$ cat src/rtl/ccpt_pkg.sv
/*
  Package for the Timer3 and two-unit capture/compare/PWM block: register
  offsets, control field positions, reset values, mode codes and state types.
  Assumes a 32-bit Wishbone slave with byte addresses and data in lane 0.
*/
`default_nettype none

package ccpt_pkg;

  // Register byte offsets
  localparam logic [7:0] OFS_T3_LOW     = 8'h00; // Timer3 count, low byte
  localparam logic [7:0] OFS_T3_HIGH    = 8'h04; // Timer3 count, high byte
  localparam logic [7:0] OFS_T3_CTRL    = 8'h08; // Timer3 control
  localparam logic [7:0] OFS_IRQ_REQ2   = 8'h0c; // Overflow flag register
  localparam logic [7:0] OFS_IRQ_EN2    = 8'h10; // Overflow enable register
  localparam logic [7:0] OFS_U1_CTRL    = 8'h14; // Unit one mode control
  localparam logic [7:0] OFS_U1_LOW     = 8'h18; // Unit one data low
  localparam logic [7:0] OFS_U1_HIGH    = 8'h1c; // Unit one data high
  localparam logic [7:0] OFS_U2_CTRL    = 8'h20; // Unit two mode control
  localparam logic [7:0] OFS_U2_LOW     = 8'h24; // Unit two data low
  localparam logic [7:0] OFS_U2_HIGH    = 8'h28; // Unit two data high
  localparam logic [7:0] OFS_AUX_CTRL   = 8'h2c; // Oscillator and converter enables
  localparam logic [7:0] OFS_UNIT_FLAGS = 8'h30; // Unit event flags
  localparam logic [7:0] UNIT_STRIDE    = 8'h0c; // Distance between unit blocks

  // Timer3 control field positions
  localparam int T3C_RUN  = 0;
  localparam int T3C_CS   = 1;
  localparam int T3C_SYNC = 2;
  localparam int T3C_SEL1 = 3;
  localparam int T3C_PS   = 4; // Two bits, 5:4
  localparam int T3C_SEL2 = 6;
  localparam int T3C_RD16 = 7;

  // Other field positions
  localparam int IRQ_T3_OVF  = 1; // Overflow flag and enable bit
  localparam int AUX_OSC_EN  = 0;
  localparam int AUX_ADC_EN  = 1;
  localparam int UCTRL_DC    = 4; // Duty fraction bits 5:4

  // Cycle counts
  localparam logic [1:0] INSTR_PHASE_LAST = 2'h3; // Fosc/4: one tick per four clocks
  localparam logic [3:0] CAP_EVERY_4TH    = 4'h3;
  localparam logic [3:0] CAP_EVERY_16TH   = 4'hf;
  localparam logic [15:0] T3_TOP          = 16'hffff;

  // Unit mode codes
  typedef enum logic [3:0] {
    M_OFF      = 4'h0, M_RSV1     = 4'h1, M_TOGGLE   = 4'h2, M_RSV3     = 4'h3,
    M_CAP_FALL = 4'h4, M_CAP_RISE = 4'h5, M_CAP_R4   = 4'h6, M_CAP_R16  = 4'h7,
    M_SET_HIGH = 4'h8, M_SET_LOW  = 4'h9, M_SOFT     = 4'ha, M_SPECIAL  = 4'hb,
    M_PWM0     = 4'hc, M_PWM1     = 4'hd, M_PWM2     = 4'he, M_PWM3     = 4'hf
  } ccpt_mode_t;

  // Per-unit state
  typedef struct packed {
    logic [1:0]  dc;        // Duty fraction bits
    ccpt_mode_t  mode;      // Current mode
    ccpt_mode_t  mode_prev; // Mode seen last cycle, for entry actions
    logic [15:0] data;      // Capture, compare or duty register
    logic        out;       // Compare output level
    logic        oe;        // Block drives the pin
    logic        flag;      // Sticky event flag
    logic        eq_prev;   // Equality seen last cycle
    logic [3:0]  psc;       // Capture edge prescaler
    logic [2:0]  sync;      // Pin synchroniser
    logic        lvl;       // Filtered pin level
    logic [9:0]  duty;      // Assembled PWM duty value
  } ccpt_unit_t;

  // Whole block state
  typedef struct packed {
    ccpt_unit_t [1:0] unit;
    logic [15:0] cnt;       // Timer3 count
    logic [7:0]  hi_buf;    // High byte buffer for 16-bit access
    logic [7:0]  timer3_control;     // Timer3 control
    logic        ovf_flag;  // Sticky overflow flag
    logic        ovf_en;    // Overflow interrupt enable
    logic        osc_en;    // Secondary oscillator enable
    logic        adc_en;    // Converter enable
    logic [2:0]  pre;       // Timer3 prescaler
    logic [1:0]  phase;     // Instruction cycle phase
    logic [2:0]  osc_sync;  // Oscillator synchroniser
    logic        osc_lvl;   // Filtered oscillator level
    logic        ack;       // Bus acknowledge
    logic [31:0] rdata;     // Bus read data
    logic        adc_start; // Conversion request pulse
    logic        t1_reset;  // Timer1 reset request pulse
    logic        irq;       // Overflow interrupt
  } ccpt_state_t;

  localparam ccpt_state_t STATE_RST = '0; // Every field resets to zero

endpackage

`default_nettype wire

$ cat src/rtl/ccpt_timer3_ccp.sv
/*
  Timer3 with overflow flag plus the mode control of two capture/compare
  units, reached as a classic Wishbone slave. Assumes the Timer1 count arrives
  from logic on MCLK, and that the oscillator and unit pins are asynchronous.
*/
// Added by the designer: the Wishbone slave port and the register addresses.
// Behaviour
// - Oscillator enabled and source select: count oscillator edges
// - Count runs 0000h to FFFFh then wraps
// - Wrap sets sticky overflow flag; enable gates interrupt
// - Special-event match on Timer3 clears the count
// - Unit two special event also starts conversion
// - Special reset valid in timer and synchronous modes
// - Unit data register acts as Timer3 period
// - Software count write beats special-event reset
// - Special-event reset never sets overflow flag
// - Two units with 16-bit data register, alike except for converter start and time base select
// - Data halves and control readable and writable
// - PWM duty is low byte plus fraction bits
// - Mode 0000 disables and resets unit logic
// - Mode 0010 toggles output on match, sets flag
// - Modes 0100-0111 capture on selected edges
// - Mode 1000 starts low, match forces high
// - Mode 1001 starts high, match forces low
// - Mode 1010 only sets flag on match
// - Internal source counts once per instruction cycle
// - Select bits choose each unit's time base
// - Prescale divides by 1, 2, 4 or 8
`timescale 1ns/10ps
`default_nettype none

module ccpt_timer3_ccp
  import ccpt_pkg::*;
(
  // Clock and reset
  input  wire logic        MCLK,
  input  wire logic        RESET_N,
  // Wishbone slave
  input  wire logic        WB_CYC_I,
  input  wire logic        WB_STB_I,
  input  wire logic        WB_WE_I,
  input  wire logic [7:0]  WB_ADR_I,
  input  wire logic [3:0]  WB_SEL_I,
  input  wire logic [31:0] WB_DAT_I,
  output logic      [31:0] WB_DAT_O,
  output logic             WB_ACK_O,
  // External inputs
  input  wire logic        SEC_OSC_CLK,
  input  wire logic [15:0] TIMER1_COUNT,
  input  wire logic [1:0]  UNIT_PIN_IN,
  // Unit outputs
  output logic      [1:0]  UNIT_PIN_OUT,
  output logic      [1:0]  UNIT_PIN_OE,
  output logic      [9:0]  UNIT_ONE_DUTY,
  output logic      [9:0]  UNIT_TWO_DUTY,
  // Events
  output logic             ADC_START,
  output logic             TIMER1_RESET,
  output logic             TIMER3_IRQ
);

  ccpt_state_t s_q;      // Registered state
  ccpt_state_t s_d;      // Next state
  logic        bus_req;  // Request present
  logic        bus_do;   // Effect edge of an access
  logic        wr_en;    // Write taking effect
  logic        t3_inc;   // Timer3 advances this cycle
  logic        t3_wr;    // Software writes the count this cycle
  logic        t3_wrap;  // Natural wrap this cycle
  logic        t3_ser;   // Special-event reset request for Timer3
  logic [1:0]  match;    // Compare match event per unit
  logic [1:0]  capture;  // Capture event per unit

  // Unit idx uses Timer3 as time base
  function automatic logic uses_t3(input logic [7:0] con, input int idx);
    uses_t3 = con[T3C_SEL2] | (con[T3C_SEL1] & (idx == 1));
  endfunction

  // Last prescaler value before Timer3 advances
  function automatic logic [2:0] pre_limit(input logic [1:0] ps);
    case (ps)
      2'h0:    pre_limit = 3'h0;
      2'h1:    pre_limit = 3'h1;
      2'h2:    pre_limit = 3'h3;
      default: pre_limit = 3'h7;
    endcase
  endfunction

  // Mode compares against the time base
  function automatic logic is_compare(input ccpt_mode_t m);
    is_compare = (m == M_TOGGLE) | (m == M_SET_HIGH) | (m == M_SET_LOW) |
                 (m == M_SOFT) | (m == M_SPECIAL);
  endfunction

  // Next-state logic for the whole block
  always_comb begin
    logic        src_tick;
    logic        osc_new;
    logic        lvl_new;
    logic [15:0] tb;
    logic        eq;
    logic        is_cap;
    logic        rise;
    logic        fall;
    logic [7:0]  a_ofs;
    logic [7:0]  rd;
    src_tick = 1'b0;
    osc_new  = 1'b0;
    lvl_new  = 1'b0;
    tb       = 16'h0000;
    eq       = 1'b0;
    is_cap   = 1'b0;
    rise     = 1'b0;
    fall     = 1'b0;
    a_ofs    = 8'h00;
    rd       = 8'h00;
    s_d      = s_q;
    match    = 2'b00;
    capture  = 2'b00;

    // Bus handshake: ack one cycle after the request, effects at ack edge
    bus_req = WB_CYC_I & WB_STB_I;
    bus_do  = bus_req & s_q.ack;
    wr_en   = bus_do & WB_WE_I & WB_SEL_I[0];
    s_d.ack = bus_req & ~s_q.ack;

    // Oscillator input: three flops, level changes when stages two and three agree
    s_d.osc_sync = {s_q.osc_sync[1:0], SEC_OSC_CLK};
    osc_new      = (s_q.osc_sync[1] == s_q.osc_sync[2]) ? s_q.osc_sync[2] : s_q.osc_lvl;
    s_d.osc_lvl  = osc_new;

    // Instruction cycle at a quarter of MCLK
    s_d.phase = s_q.phase + 2'h1;
    // Source tick; the oscillator is always resynchronised, so the
    // asynchronous setting still counts on MCLK and special resets hold
    if (s_q.timer3_control[T3C_CS]) begin
      src_tick = s_q.osc_en & osc_new & ~s_q.osc_lvl;
    end else begin
      src_tick = (s_q.phase == INSTR_PHASE_LAST);
    end

    // Prescaler and increment, only while running
    t3_inc = 1'b0;
    if (s_q.timer3_control[T3C_RUN] & src_tick) begin
      if (s_q.pre >= pre_limit(s_q.timer3_control[T3C_PS +: 2])) begin
        s_d.pre = 3'h0;
        t3_inc  = 1'b1;
      end else begin
        s_d.pre = s_q.pre + 3'h1;
      end
    end
    t3_wrap = t3_inc & (s_q.cnt == T3_TOP);
    if (t3_inc) begin
      s_d.cnt = s_q.cnt + 16'h0001;
    end

    // Units
    t3_ser = 1'b0;
    s_d.adc_start = 1'b0;
    s_d.t1_reset  = 1'b0;
    for (int i = 0; i < 2; i++) begin
      tb = uses_t3(s_q.timer3_control, i) ? s_q.cnt : TIMER1_COUNT;
      eq = (tb == s_q.unit[i].data);
      // Pin synchroniser and filter
      s_d.unit[i].sync = {s_q.unit[i].sync[1:0], UNIT_PIN_IN[i]};
      lvl_new = (s_q.unit[i].sync[1] == s_q.unit[i].sync[2]) ? s_q.unit[i].sync[2] : s_q.unit[i].lvl;
      s_d.unit[i].lvl = lvl_new;
      rise = lvl_new & ~s_q.unit[i].lvl;
      fall = ~lvl_new & s_q.unit[i].lvl;
      is_cap = (s_q.unit[i].mode[3:2] == 2'b01);
      s_d.unit[i].mode_prev = s_q.unit[i].mode;
      s_d.unit[i].eq_prev   = eq & is_compare(s_q.unit[i].mode);
      // One match per arrival at equality; reserved modes never compare
      match[i] = is_compare(s_q.unit[i].mode) & eq & ~s_q.unit[i].eq_prev;

      // Capture edge choice
      if (!is_cap) begin
        s_d.unit[i].psc = 4'h0; // Prescaler cleared outside capture
      end
      case (s_q.unit[i].mode)
        M_CAP_FALL: capture[i] = fall;
        M_CAP_RISE: capture[i] = rise;
        M_CAP_R4: begin
          capture[i] = rise & (s_q.unit[i].psc[1:0] == CAP_EVERY_4TH[1:0]);
          if (rise) begin
            s_d.unit[i].psc = {2'b00, s_q.unit[i].psc[1:0] + 2'h1};
          end
        end
        M_CAP_R16: begin
          capture[i] = rise & (s_q.unit[i].psc == CAP_EVERY_16TH);
          if (rise) begin
            s_d.unit[i].psc = s_q.unit[i].psc + 4'h1;
          end
        end
        default: capture[i] = 1'b0;
      endcase

      // Entry actions when the mode changes
      if (s_q.unit[i].mode != s_q.unit[i].mode_prev) begin
        case (s_q.unit[i].mode)
          M_SET_HIGH: s_d.unit[i].out = 1'b0;
          M_SET_LOW:  s_d.unit[i].out = 1'b1;
          default:    s_d.unit[i].out = s_q.unit[i].out;
        endcase
      end

      // Match actions
      if (match[i]) begin
        case (s_q.unit[i].mode)
          M_TOGGLE:   s_d.unit[i].out = ~s_q.unit[i].out;
          M_SET_HIGH: s_d.unit[i].out = 1'b1;
          M_SET_LOW:  s_d.unit[i].out = 1'b0;
          M_SPECIAL: begin
            if (uses_t3(s_q.timer3_control, i)) begin
              t3_ser = 1'b1;
            end else begin
              s_d.t1_reset = 1'b1;
            end
            // Only unit two starts the converter
            s_d.adc_start = (i == 1) & s_q.adc_en;
          end
          default:    s_d.unit[i].out = s_q.unit[i].out;
        endcase
      end

      // Pin drive only in output-changing compare modes; soft mode leaves port control
      s_d.unit[i].oe = (s_q.unit[i].mode == M_TOGGLE) | (s_q.unit[i].mode == M_SET_HIGH) |
                       (s_q.unit[i].mode == M_SET_LOW);
      // Duty value: low data byte over fraction bits
      s_d.unit[i].duty = (s_q.unit[i].mode[3:2] == 2'b11) ?
                         {s_q.unit[i].data[7:0], s_q.unit[i].dc} : 10'h000;
      // Disabled unit returns to reset
      if (s_q.unit[i].mode == M_OFF) begin
        s_d.unit[i].out     = 1'b0;
        s_d.unit[i].psc     = 4'h0;
        s_d.unit[i].eq_prev = 1'b0;
      end
    end

    // Special-event reset clears the count without touching the flag
    if (t3_ser) begin
      s_d.cnt = 16'h0000;
      s_d.pre = 3'h0;
    end

    // Read data, latched at the request edge; in 16-bit mode a low-byte read fills high buffer
    a_ofs = WB_ADR_I;
    case (a_ofs)
      OFS_T3_LOW:     rd = s_q.cnt[7:0];
      OFS_T3_HIGH:    rd = s_q.timer3_control[T3C_RD16] ? s_q.hi_buf : s_q.cnt[15:8];
      OFS_T3_CTRL:    rd = s_q.timer3_control;
      OFS_IRQ_REQ2:   rd = {6'h00, s_q.ovf_flag, 1'b0};
      OFS_IRQ_EN2:    rd = {6'h00, s_q.ovf_en, 1'b0};
      OFS_U1_CTRL:    rd = {2'b00, s_q.unit[0].dc, s_q.unit[0].mode};
      OFS_U1_LOW:     rd = s_q.unit[0].data[7:0];
      OFS_U1_HIGH:    rd = s_q.unit[0].data[15:8];
      OFS_U2_CTRL:    rd = {2'b00, s_q.unit[1].dc, s_q.unit[1].mode};
      OFS_U2_LOW:     rd = s_q.unit[1].data[7:0];
      OFS_U2_HIGH:    rd = s_q.unit[1].data[15:8];
      OFS_AUX_CTRL:   rd = {6'h00, s_q.adc_en, s_q.osc_en};
      OFS_UNIT_FLAGS: rd = {6'h00, s_q.unit[1].flag, s_q.unit[0].flag};
      default:        rd = 8'h00; // Unmapped reads zero
    endcase
    if (bus_req & ~s_q.ack & ~WB_WE_I) begin
      s_d.rdata = {24'h000000, rd};
      if ((a_ofs == OFS_T3_LOW) & s_q.timer3_control[T3C_RD16]) begin
        s_d.hi_buf = s_q.cnt[15:8];
      end
    end

    // Register writes; a count write overrides increment and special reset
    t3_wr = wr_en & ((a_ofs == OFS_T3_LOW) | ((a_ofs == OFS_T3_HIGH) & ~s_q.timer3_control[T3C_RD16]));
    if (wr_en) begin
      case (a_ofs)
        OFS_T3_LOW: begin
          s_d.pre = 3'h0; // Low-byte write clears prescaler
          if (s_q.timer3_control[T3C_RD16]) begin
            s_d.cnt = {s_q.hi_buf, WB_DAT_I[7:0]};
          end else begin
            s_d.cnt = {s_q.cnt[15:8], WB_DAT_I[7:0]};
          end
        end
        OFS_T3_HIGH: begin
          if (s_q.timer3_control[T3C_RD16]) begin
            s_d.hi_buf = WB_DAT_I[7:0];
          end else begin
            s_d.cnt = {WB_DAT_I[7:0], s_q.cnt[7:0]};
          end
        end
        OFS_T3_CTRL:    s_d.timer3_control    = WB_DAT_I[7:0];
        OFS_IRQ_REQ2:   s_d.ovf_flag = WB_DAT_I[IRQ_T3_OVF];
        OFS_IRQ_EN2:    s_d.ovf_en   = WB_DAT_I[IRQ_T3_OVF];
        OFS_AUX_CTRL: begin
          s_d.osc_en = WB_DAT_I[AUX_OSC_EN];
          s_d.adc_en = WB_DAT_I[AUX_ADC_EN];
        end
        OFS_UNIT_FLAGS: begin
          s_d.unit[0].flag = WB_DAT_I[0];
          s_d.unit[1].flag = WB_DAT_I[1];
        end
        default: begin
          // Unit blocks share one layout; unmapped writes are dropped
          for (int i = 0; i < 2; i++) begin
            if (a_ofs == OFS_U1_CTRL + UNIT_STRIDE * 8'(i)) begin
              s_d.unit[i].dc   = WB_DAT_I[UCTRL_DC +: 2];
              s_d.unit[i].mode = ccpt_mode_t'(WB_DAT_I[3:0]);
            end
            if (a_ofs == OFS_U1_LOW + UNIT_STRIDE * 8'(i)) begin
              s_d.unit[i].data[7:0] = WB_DAT_I[7:0];
            end
            if (a_ofs == OFS_U1_HIGH + UNIT_STRIDE * 8'(i)) begin
              s_d.unit[i].data[15:8] = WB_DAT_I[7:0];
            end
          end
        end
      endcase
    end

    // Hardware sets win over software clears; capture wins over data writes
    for (int i = 0; i < 2; i++) begin
      if (capture[i]) begin
        s_d.unit[i].data = uses_t3(s_q.timer3_control, i) ? s_q.cnt : TIMER1_COUNT;
      end
      if (match[i] | capture[i]) begin
        s_d.unit[i].flag = 1'b1;
      end
    end
    if (t3_wrap & ~t3_wr) begin
      s_d.ovf_flag = 1'b1;
    end
    s_d.irq = s_d.ovf_flag & s_d.ovf_en;
  end

  // State register
  always_ff @(posedge MCLK or negedge RESET_N) begin
    if (!RESET_N) begin
      s_q <= STATE_RST;
    end else begin
      s_q <= s_d;
    end
  end

  // Outputs straight from the state register
  assign WB_DAT_O      = s_q.rdata;
  assign WB_ACK_O      = s_q.ack;
  assign UNIT_PIN_OUT  = {s_q.unit[1].out, s_q.unit[0].out};
  assign UNIT_PIN_OE   = {s_q.unit[1].oe, s_q.unit[0].oe};
  assign UNIT_ONE_DUTY = s_q.unit[0].duty;
  assign UNIT_TWO_DUTY = s_q.unit[1].duty;
  assign ADC_START     = s_q.adc_start;
  assign TIMER1_RESET  = s_q.t1_reset;
  assign TIMER3_IRQ    = s_q.irq;
endmodule

`default_nettype wire

$ cat config.mk
export PLATFORM = sky130hd
export DESIGN_NAME = ccpt_timer3_ccp
export DESIGN_NICKNAME = d
export VERILOG_FILES = /design/src/rtl/ccpt_pkg.sv /design/src/rtl/ccpt_timer3_ccp.sv
export SDC_FILE = /design/constraint.sdc
export NUM_CORES = 1
export LEC_CHECK = 0
export ABC_AREA = 0
export ABC_CLOCK_PERIOD_IN_PS = 7100
export BUFFER_PORTS_ARGS = -buffer_cell sky130_fd_sc_hd__buf_2
export CORE_AREA = 2 2 155 127
export CTS_CLUSTER_DIAMETER = 200
export DETAILED_ROUTE_END_ITERATION = 8
export DIE_AREA = 0 0 157 129
export GPL_TIMING_DRIVEN = 0
export PLACE_DENSITY = 0.7
export SLEW_MARGIN = 20
export SYNTH_ARGS = -nofsm -noshare
export SYNTH_HDL_FRONTEND = slang
export SYNTH_SLANG_ARGS = --single-unit
$ cat constraint.sdc
create_clock -name MCLK -period 7.1 [get_ports MCLK]
set_input_delay 1.42 -clock MCLK [delete_from_list [all_inputs] [get_ports MCLK]]
set_output_delay 1.42 -clock MCLK [all_outputs]
set_load 0.05 [all_outputs]
After elaboration in Yosys (flattened, before gate mapping). Index checks and enable logic that the tools add are counted.

Register bits: 153. Word-level logic and storage cells: 267. Output and inout bits: 60.

Bitwise operators: 53. Magnitude comparators: 1. Multiplexer cells: 83. Add/subtract/negate cells: 7. Equality and inequality tests: 55. Reductions and logical operators: 25.

Operator list (number): 16-bit 2-to-1 mux (12); 8-bit one-hot mux with 13 select lines (1); 8-bit 2-to-1 mux (10); 4-bit == test, second input constant (10); 8-bit by 6-bit == test with 1-bit output, second input constant (5); 39-bit 2-to-1 mux (1); 16-bit == test (2); 4-bit by 3-bit == test with 1-bit output, second input constant (8); 8-bit by 5-bit == test with 1-bit output, second input constant (4); 16-bit one-hot mux with 2 select lines (1); 1-bit 2-to-1 mux (31); 1-bit AND (27); 4-bit 2-to-1 mux (6); 10-bit 2-to-1 mux (2); 2-bit nonzero test (10); 3-bit AND reduction (6); 16-bit by 1-bit adder with 16-bit output, second input constant (1); 16-bit == test, second input constant (1); 8-bit by 4-bit == test with 1-bit output, second input constant (2); 1-bit one-hot mux with 4 select lines (4); 4-bit one-hot mux with 2 select lines (2); 3-bit 2-to-1 mux (5); 1-bit NOT (14); 2-bit == test, second input constant (6); 22 further kinds (53).

Depth between registers and ports, before layout.
Word-level depth: 17. Mapped depth: 13. Depth with buffers taken out: 10.

Worst setup path before layout. Ideal clock, no wire load.

Path type: input to register. Start: input port WB_ADR_I[1]. End: register s_q[78] (netlist name). Stages: 9. Required time: 7023 ps. Library setup time: 77 ps. Path slack: 3634 ps. Data arrival time: 3388 ps. Cells stage by stage: nor3_1 > and2_1 > nand2_1 > nor3_1 > clkbuf_1 > a22oi_1 > o21ai_0 > a21oi_1 > a21oi_1.

Word-level cells in the longest chain between the ends: 3.

Ends and longest elaborated chain: start: declaration (line ccpt_timer3_ccp.sv:42) `input wire logic [7:0] WB_ADR_I,`; 8-bit by 3-bit == test with 1-bit output / 8-bit logical NOT (equally long branches) (line ccpt_timer3_ccp.sv:274) `case (a_ofs)`; 16-bit one-hot mux with 2 select lines (line ccpt_timer3_ccp.sv:274); 39-bit 2-to-1 mux (line ccpt_timer3_ccp.sv:273) `if (wr_en) begin`; end signal: assignment (line ccpt_timer3_ccp.sv:337) `s_q <= STATE_RST;`; end signal: assignment (line ccpt_timer3_ccp.sv:339) `s_q <= s_d;`; end: declaration (line ccpt_timer3_ccp.sv:62) `ccpt_state_t s_q;`.

Several ways; a longest one is shown, not always the timed one. A chain may end at the register's enable or synchronous reset.

Final worst setup path.
Start: input port WB_ADR_I[4]. End: register s_q[78] (netlist name).

The elaborated chain is that of the path after synthesis.

==> flow_metrics.env <==
export IMPL_die_w_um=157
export IMPL_max_vdd_ir_drop_mv=0.1567
export IMPL_crit_type="in -> reg"
export IMPL_layout_cells_non_filler=1393
export IMPL_cts_resized=0
export IMPL_critPathRequiredTime_ps=7460
export IMPL_hold_path_depth=0
export IMPL_grt_pass1_vias=7708
export IMPL_max_slew_worst_pin_slew_ps=1119
export IMPL_worst_path_max_delay_cell="nor3_1"
export IMPL_worstHoldPathType="reg -> reg"
export IMPL_worstPathMaxFanout=10
export IMPL_path_buf_inv=2
export IMPL_placeableCoreArea_mm2=0.01864
export IMPL_track_usage=0.3009
export IMPL_finalClockSkew_ps=14.97
export IMPL_synth_cells=1007
export IMPL_area_growth_pct=15.40
export IMPL_setup_worst_path_end_class="flip-flop"
export IMPL_ys_seq_elements=153
export IMPL_multi_input_area_mm2=0.004691
export IMPL_max_freq_mhz=241.3
export IMPL_vias_per_cell=6.017
export IMPL_h_tree_depth=4
export IMPL_synth_edf_count=0
export IMPL_cts_hold_buffers=0
export IMPL_gp_congestion=1.024
export IMPL_regArea_mm2=0.003829
export IMPL_fillers=1668
export IMPL_synth_main_ff_cell="dfrtp_1"
export IMPL_crit_family="simple AND/OR/NAND/NOR gates"
export IMPL_max_cap_violations=0
export IMPL_clock_latency_ps=440
export IMPL_rows=45
export IMPL_n_antenna_cell=0
export IMPL_vias=8382
export IMPL_power_leakage_nw=4.624
export IMPL_dp_hpwl_um=21740
export IMPL_root_buffer="clkbuf_16"
export IMPL_crit_chain="buf_2, nor4_1, and2_1, nand2_1, nor3_1, clkbuf_1, a22oi_1, o21ai_0, a21oi_1, a21oi_1"
export IMPL_drt_wl_total_um=29750
export IMPL_clkSinkCount=153
export IMPL_setup_viol=0
export IMPL_ff2ff_path_depth=11
export IMPL_most_common_layout_cells="dfrtp_1 (153), nand2_1 (83), nor2_1 (82), buf_2 (76)"
export IMPL_cp_arrival_ps=4500
export IMPL_cp_common_cell="a21oi_1"
export IMPL_path_clk_slew_ps=70
export IMPL_slew_headroom=0.2483
export IMPL_cts_tree="yes"
export IMPL_seq_area_frac_synth=0.4153
export IMPL_start_util=0.4947
export IMPL_power_density_mw_per_mm2=200.2
export IMPL_final_common_cell="dfrtp_1"
export IMPL_dieArea_mm2=0.02025
export IMPL_fp_dieH_um=129
export IMPL_status="finished, final reports clean"
export IMPL_ant_nets=0
export IMPL_dp_cells=1361
export IMPL_drt_initial_drc_count=897
export IMPL_path_depth=10
export IMPL_timing_final_crit_share=0.5838
export IMPL_clk_path_buf_depth=2
export IMPL_nNetsFinal=1198
export IMPL_syn_area_mm2=0.009219
export IMPL_ios=128
export IMPL_ys_async_sr_fraction=1.000
export IMPL_cts_setup_buffers=0
export IMPL_grt_pass1_wl_um=45240
export IMPL_ys_warn_count=0
export IMPL_dr_pass1_iters=5
export IMPL_routedWlPerCell_um=21.35
export IMPL_synth_cell_types=69
export IMPL_overflow=0
export IMPL_setup_tns_ps=0
export IMPL_min_period_ps=4145
export IMPL_slew_viol_final=0
export IMPL_drc_errors=0
export IMPL_avgSynthCellArea_um2=9.155
export IMPL_grt_max_degree=78
export IMPL_startpoint_type="primary input"
export IMPL_portBuffers=72
export IMPL_rsz0062_at_grt="no"
export IMPL_critPathMaxStageDelay_ps=820
export IMPL_drive_above_1_share=0.1938
export IMPL_hold_viol=0
export IMPL_cts_made_buffers=17
export IMPL_antenna_found_initial=1
==> report_power, final <==
group | total (W) | internal (W) | leakage [nW] | switching, W
combinational | 0.000256 | 0.0000834 | 2.43 | 0.000172
clock | 0.000950 | 0.000520 | 0.299 | 0.000430
sequential | 0.000924 | 0.000897 | 1.89 | 0.0000265
==> final timing paths <==
kind                             startpoint  slack, ps               end
worst max register to register      s_q[55]       3450           s_q[70]
worst min register to register      s_d[93]        350           s_d[94]
worst max-delay path            WB_ADR_I[4]       2960           s_q[78]
worst min-delay path                s_d[93]        350           s_d[94]
max in group asynchronous           RESET_N       5350  UNIT_ONE_DUTY[1]
min in group asynchronous           RESET_N        950           s_q[62]
==> through the flow <==
step	area [um2]	total power (W)	util	hold WS (ps)	setup slack, ps
after floorplan	9305	0.001106	-	331.2	3634
after detailed placement	10030	0.001192	0.5382	334.7	2720
final	10640	0.002130	0.5709	350.0	2955
after global routing	10640	0.002191	0.5709	363.1	2734
after CTS	10630	0.002127	0.5705	350.5	3155
after global placement	9988	0.001187	0.5360	337.0	2260
==> logic make-up after synthesis <==
kind of cell	synth area share
adder cells (fa/ha/maj)	0.01412
AO/OA/AOI/OAI	0.1596
multiplexers	0.1078
buffers and inverters	0.08659
flip-flops	0.4153
XOR/XNOR	0.03230
AND/OR/NAND/NOR	0.1839
other	0.0004068
==> state kept, by name (all words and copies together) (netlist names) <==
signal         flops
UNIT_PIN_OUT       2
TIMER1_RESET       1
WB_DAT_O           8
TIMER3_IRQ         1
ADC_START          1
s_q              103
s_d               14
WB_ACK_O           1
UNIT_PIN_OE        2
UNIT_TWO_DUTY     10
UNIT_ONE_DUTY     10
==> routing by layer <==
| metal | wire length, um | global-route usage | part of all wire |
|---|---|---|---|
| met1 | 12910 | 0.4354 | 0.43 |
| met2 | 12250 | 0.4211 | 0.41 |
| met4 | 1033 | 0.1149 | 0.035 |
| met3 | 3546 | 0.09363 | 0.12 |
| met5 | 13 | 0 | 0.00044 |
==> final cells by class <==
| class | instances | share of cell area |
|---|---|---|
| inverters | 30 | 0.01058 |
| flip-flops and latches | 153 | 0.3599 |
| clock inverters | 13 | 0.01388 |
| well taps | 258 | 0.03034 |
| repair buffers | 73 | 0.03740 |
| clock buffers | 19 | 0.04257 |
| multi-input cells | 726 | 0.4409 |
| plain buffers | 121 | 0.06445 |
==> synth_stat cells, types with 3 or more instances <==
cell / instances / area share
o221ai_1: 3 / 0.0029
a22o_1: 4 / 0.0038
nand3_1: 30 / 0.016
nor3_1: 20 / 0.011
nand3b_1: 3 / 0.0024
inv_1: 29 / 0.012
a31oi_1: 14 / 0.0095
o2111ai_1: 3 / 0.0029
buf_2: 5 / 0.0027
nand4_1: 13 / 0.0088
nor4_1: 10 / 0.0068
a32oi_1: 5 / 0.0048
o22ai_1: 6 / 0.0041
a22oi_1: 23 / 0.019
xnor2_1: 23 / 0.022
nor2_1: 82 / 0.033
and3_1: 21 / 0.014
nand4b_1: 4 / 0.0038
a221oi_1: 8 / 0.0076
o211ai_1: 16 / 0.013
nand2b_1: 30 / 0.020
nor4b_1: 5 / 0.0048
or2_2: 3 / 0.0020
nor3b_1: 4 / 0.0033
mux2i_1: 55 / 0.060
dfrtp_1: 153 / 0.42
nand2_1: 83 / 0.034
o21ai_0: 58 / 0.031
buf_1: 3 / 0.0012
nor2b_1: 8 / 0.0054
maj3_1: 3 / 0.0033
mux2_2: 38 / 0.046
a21o_1: 3 / 0.0024
buf_4: 58 / 0.047
o211a_1: 4 / 0.0043
a21oi_1: 57 / 0.031
ha_1: 8 / 0.011
and2_1: 6 / 0.0041
a222oi_1: 3 / 0.0033
clkbuf_1: 54 / 0.022
xor2_1: 11 / 0.010
Power figures use the tool's default switching activity.
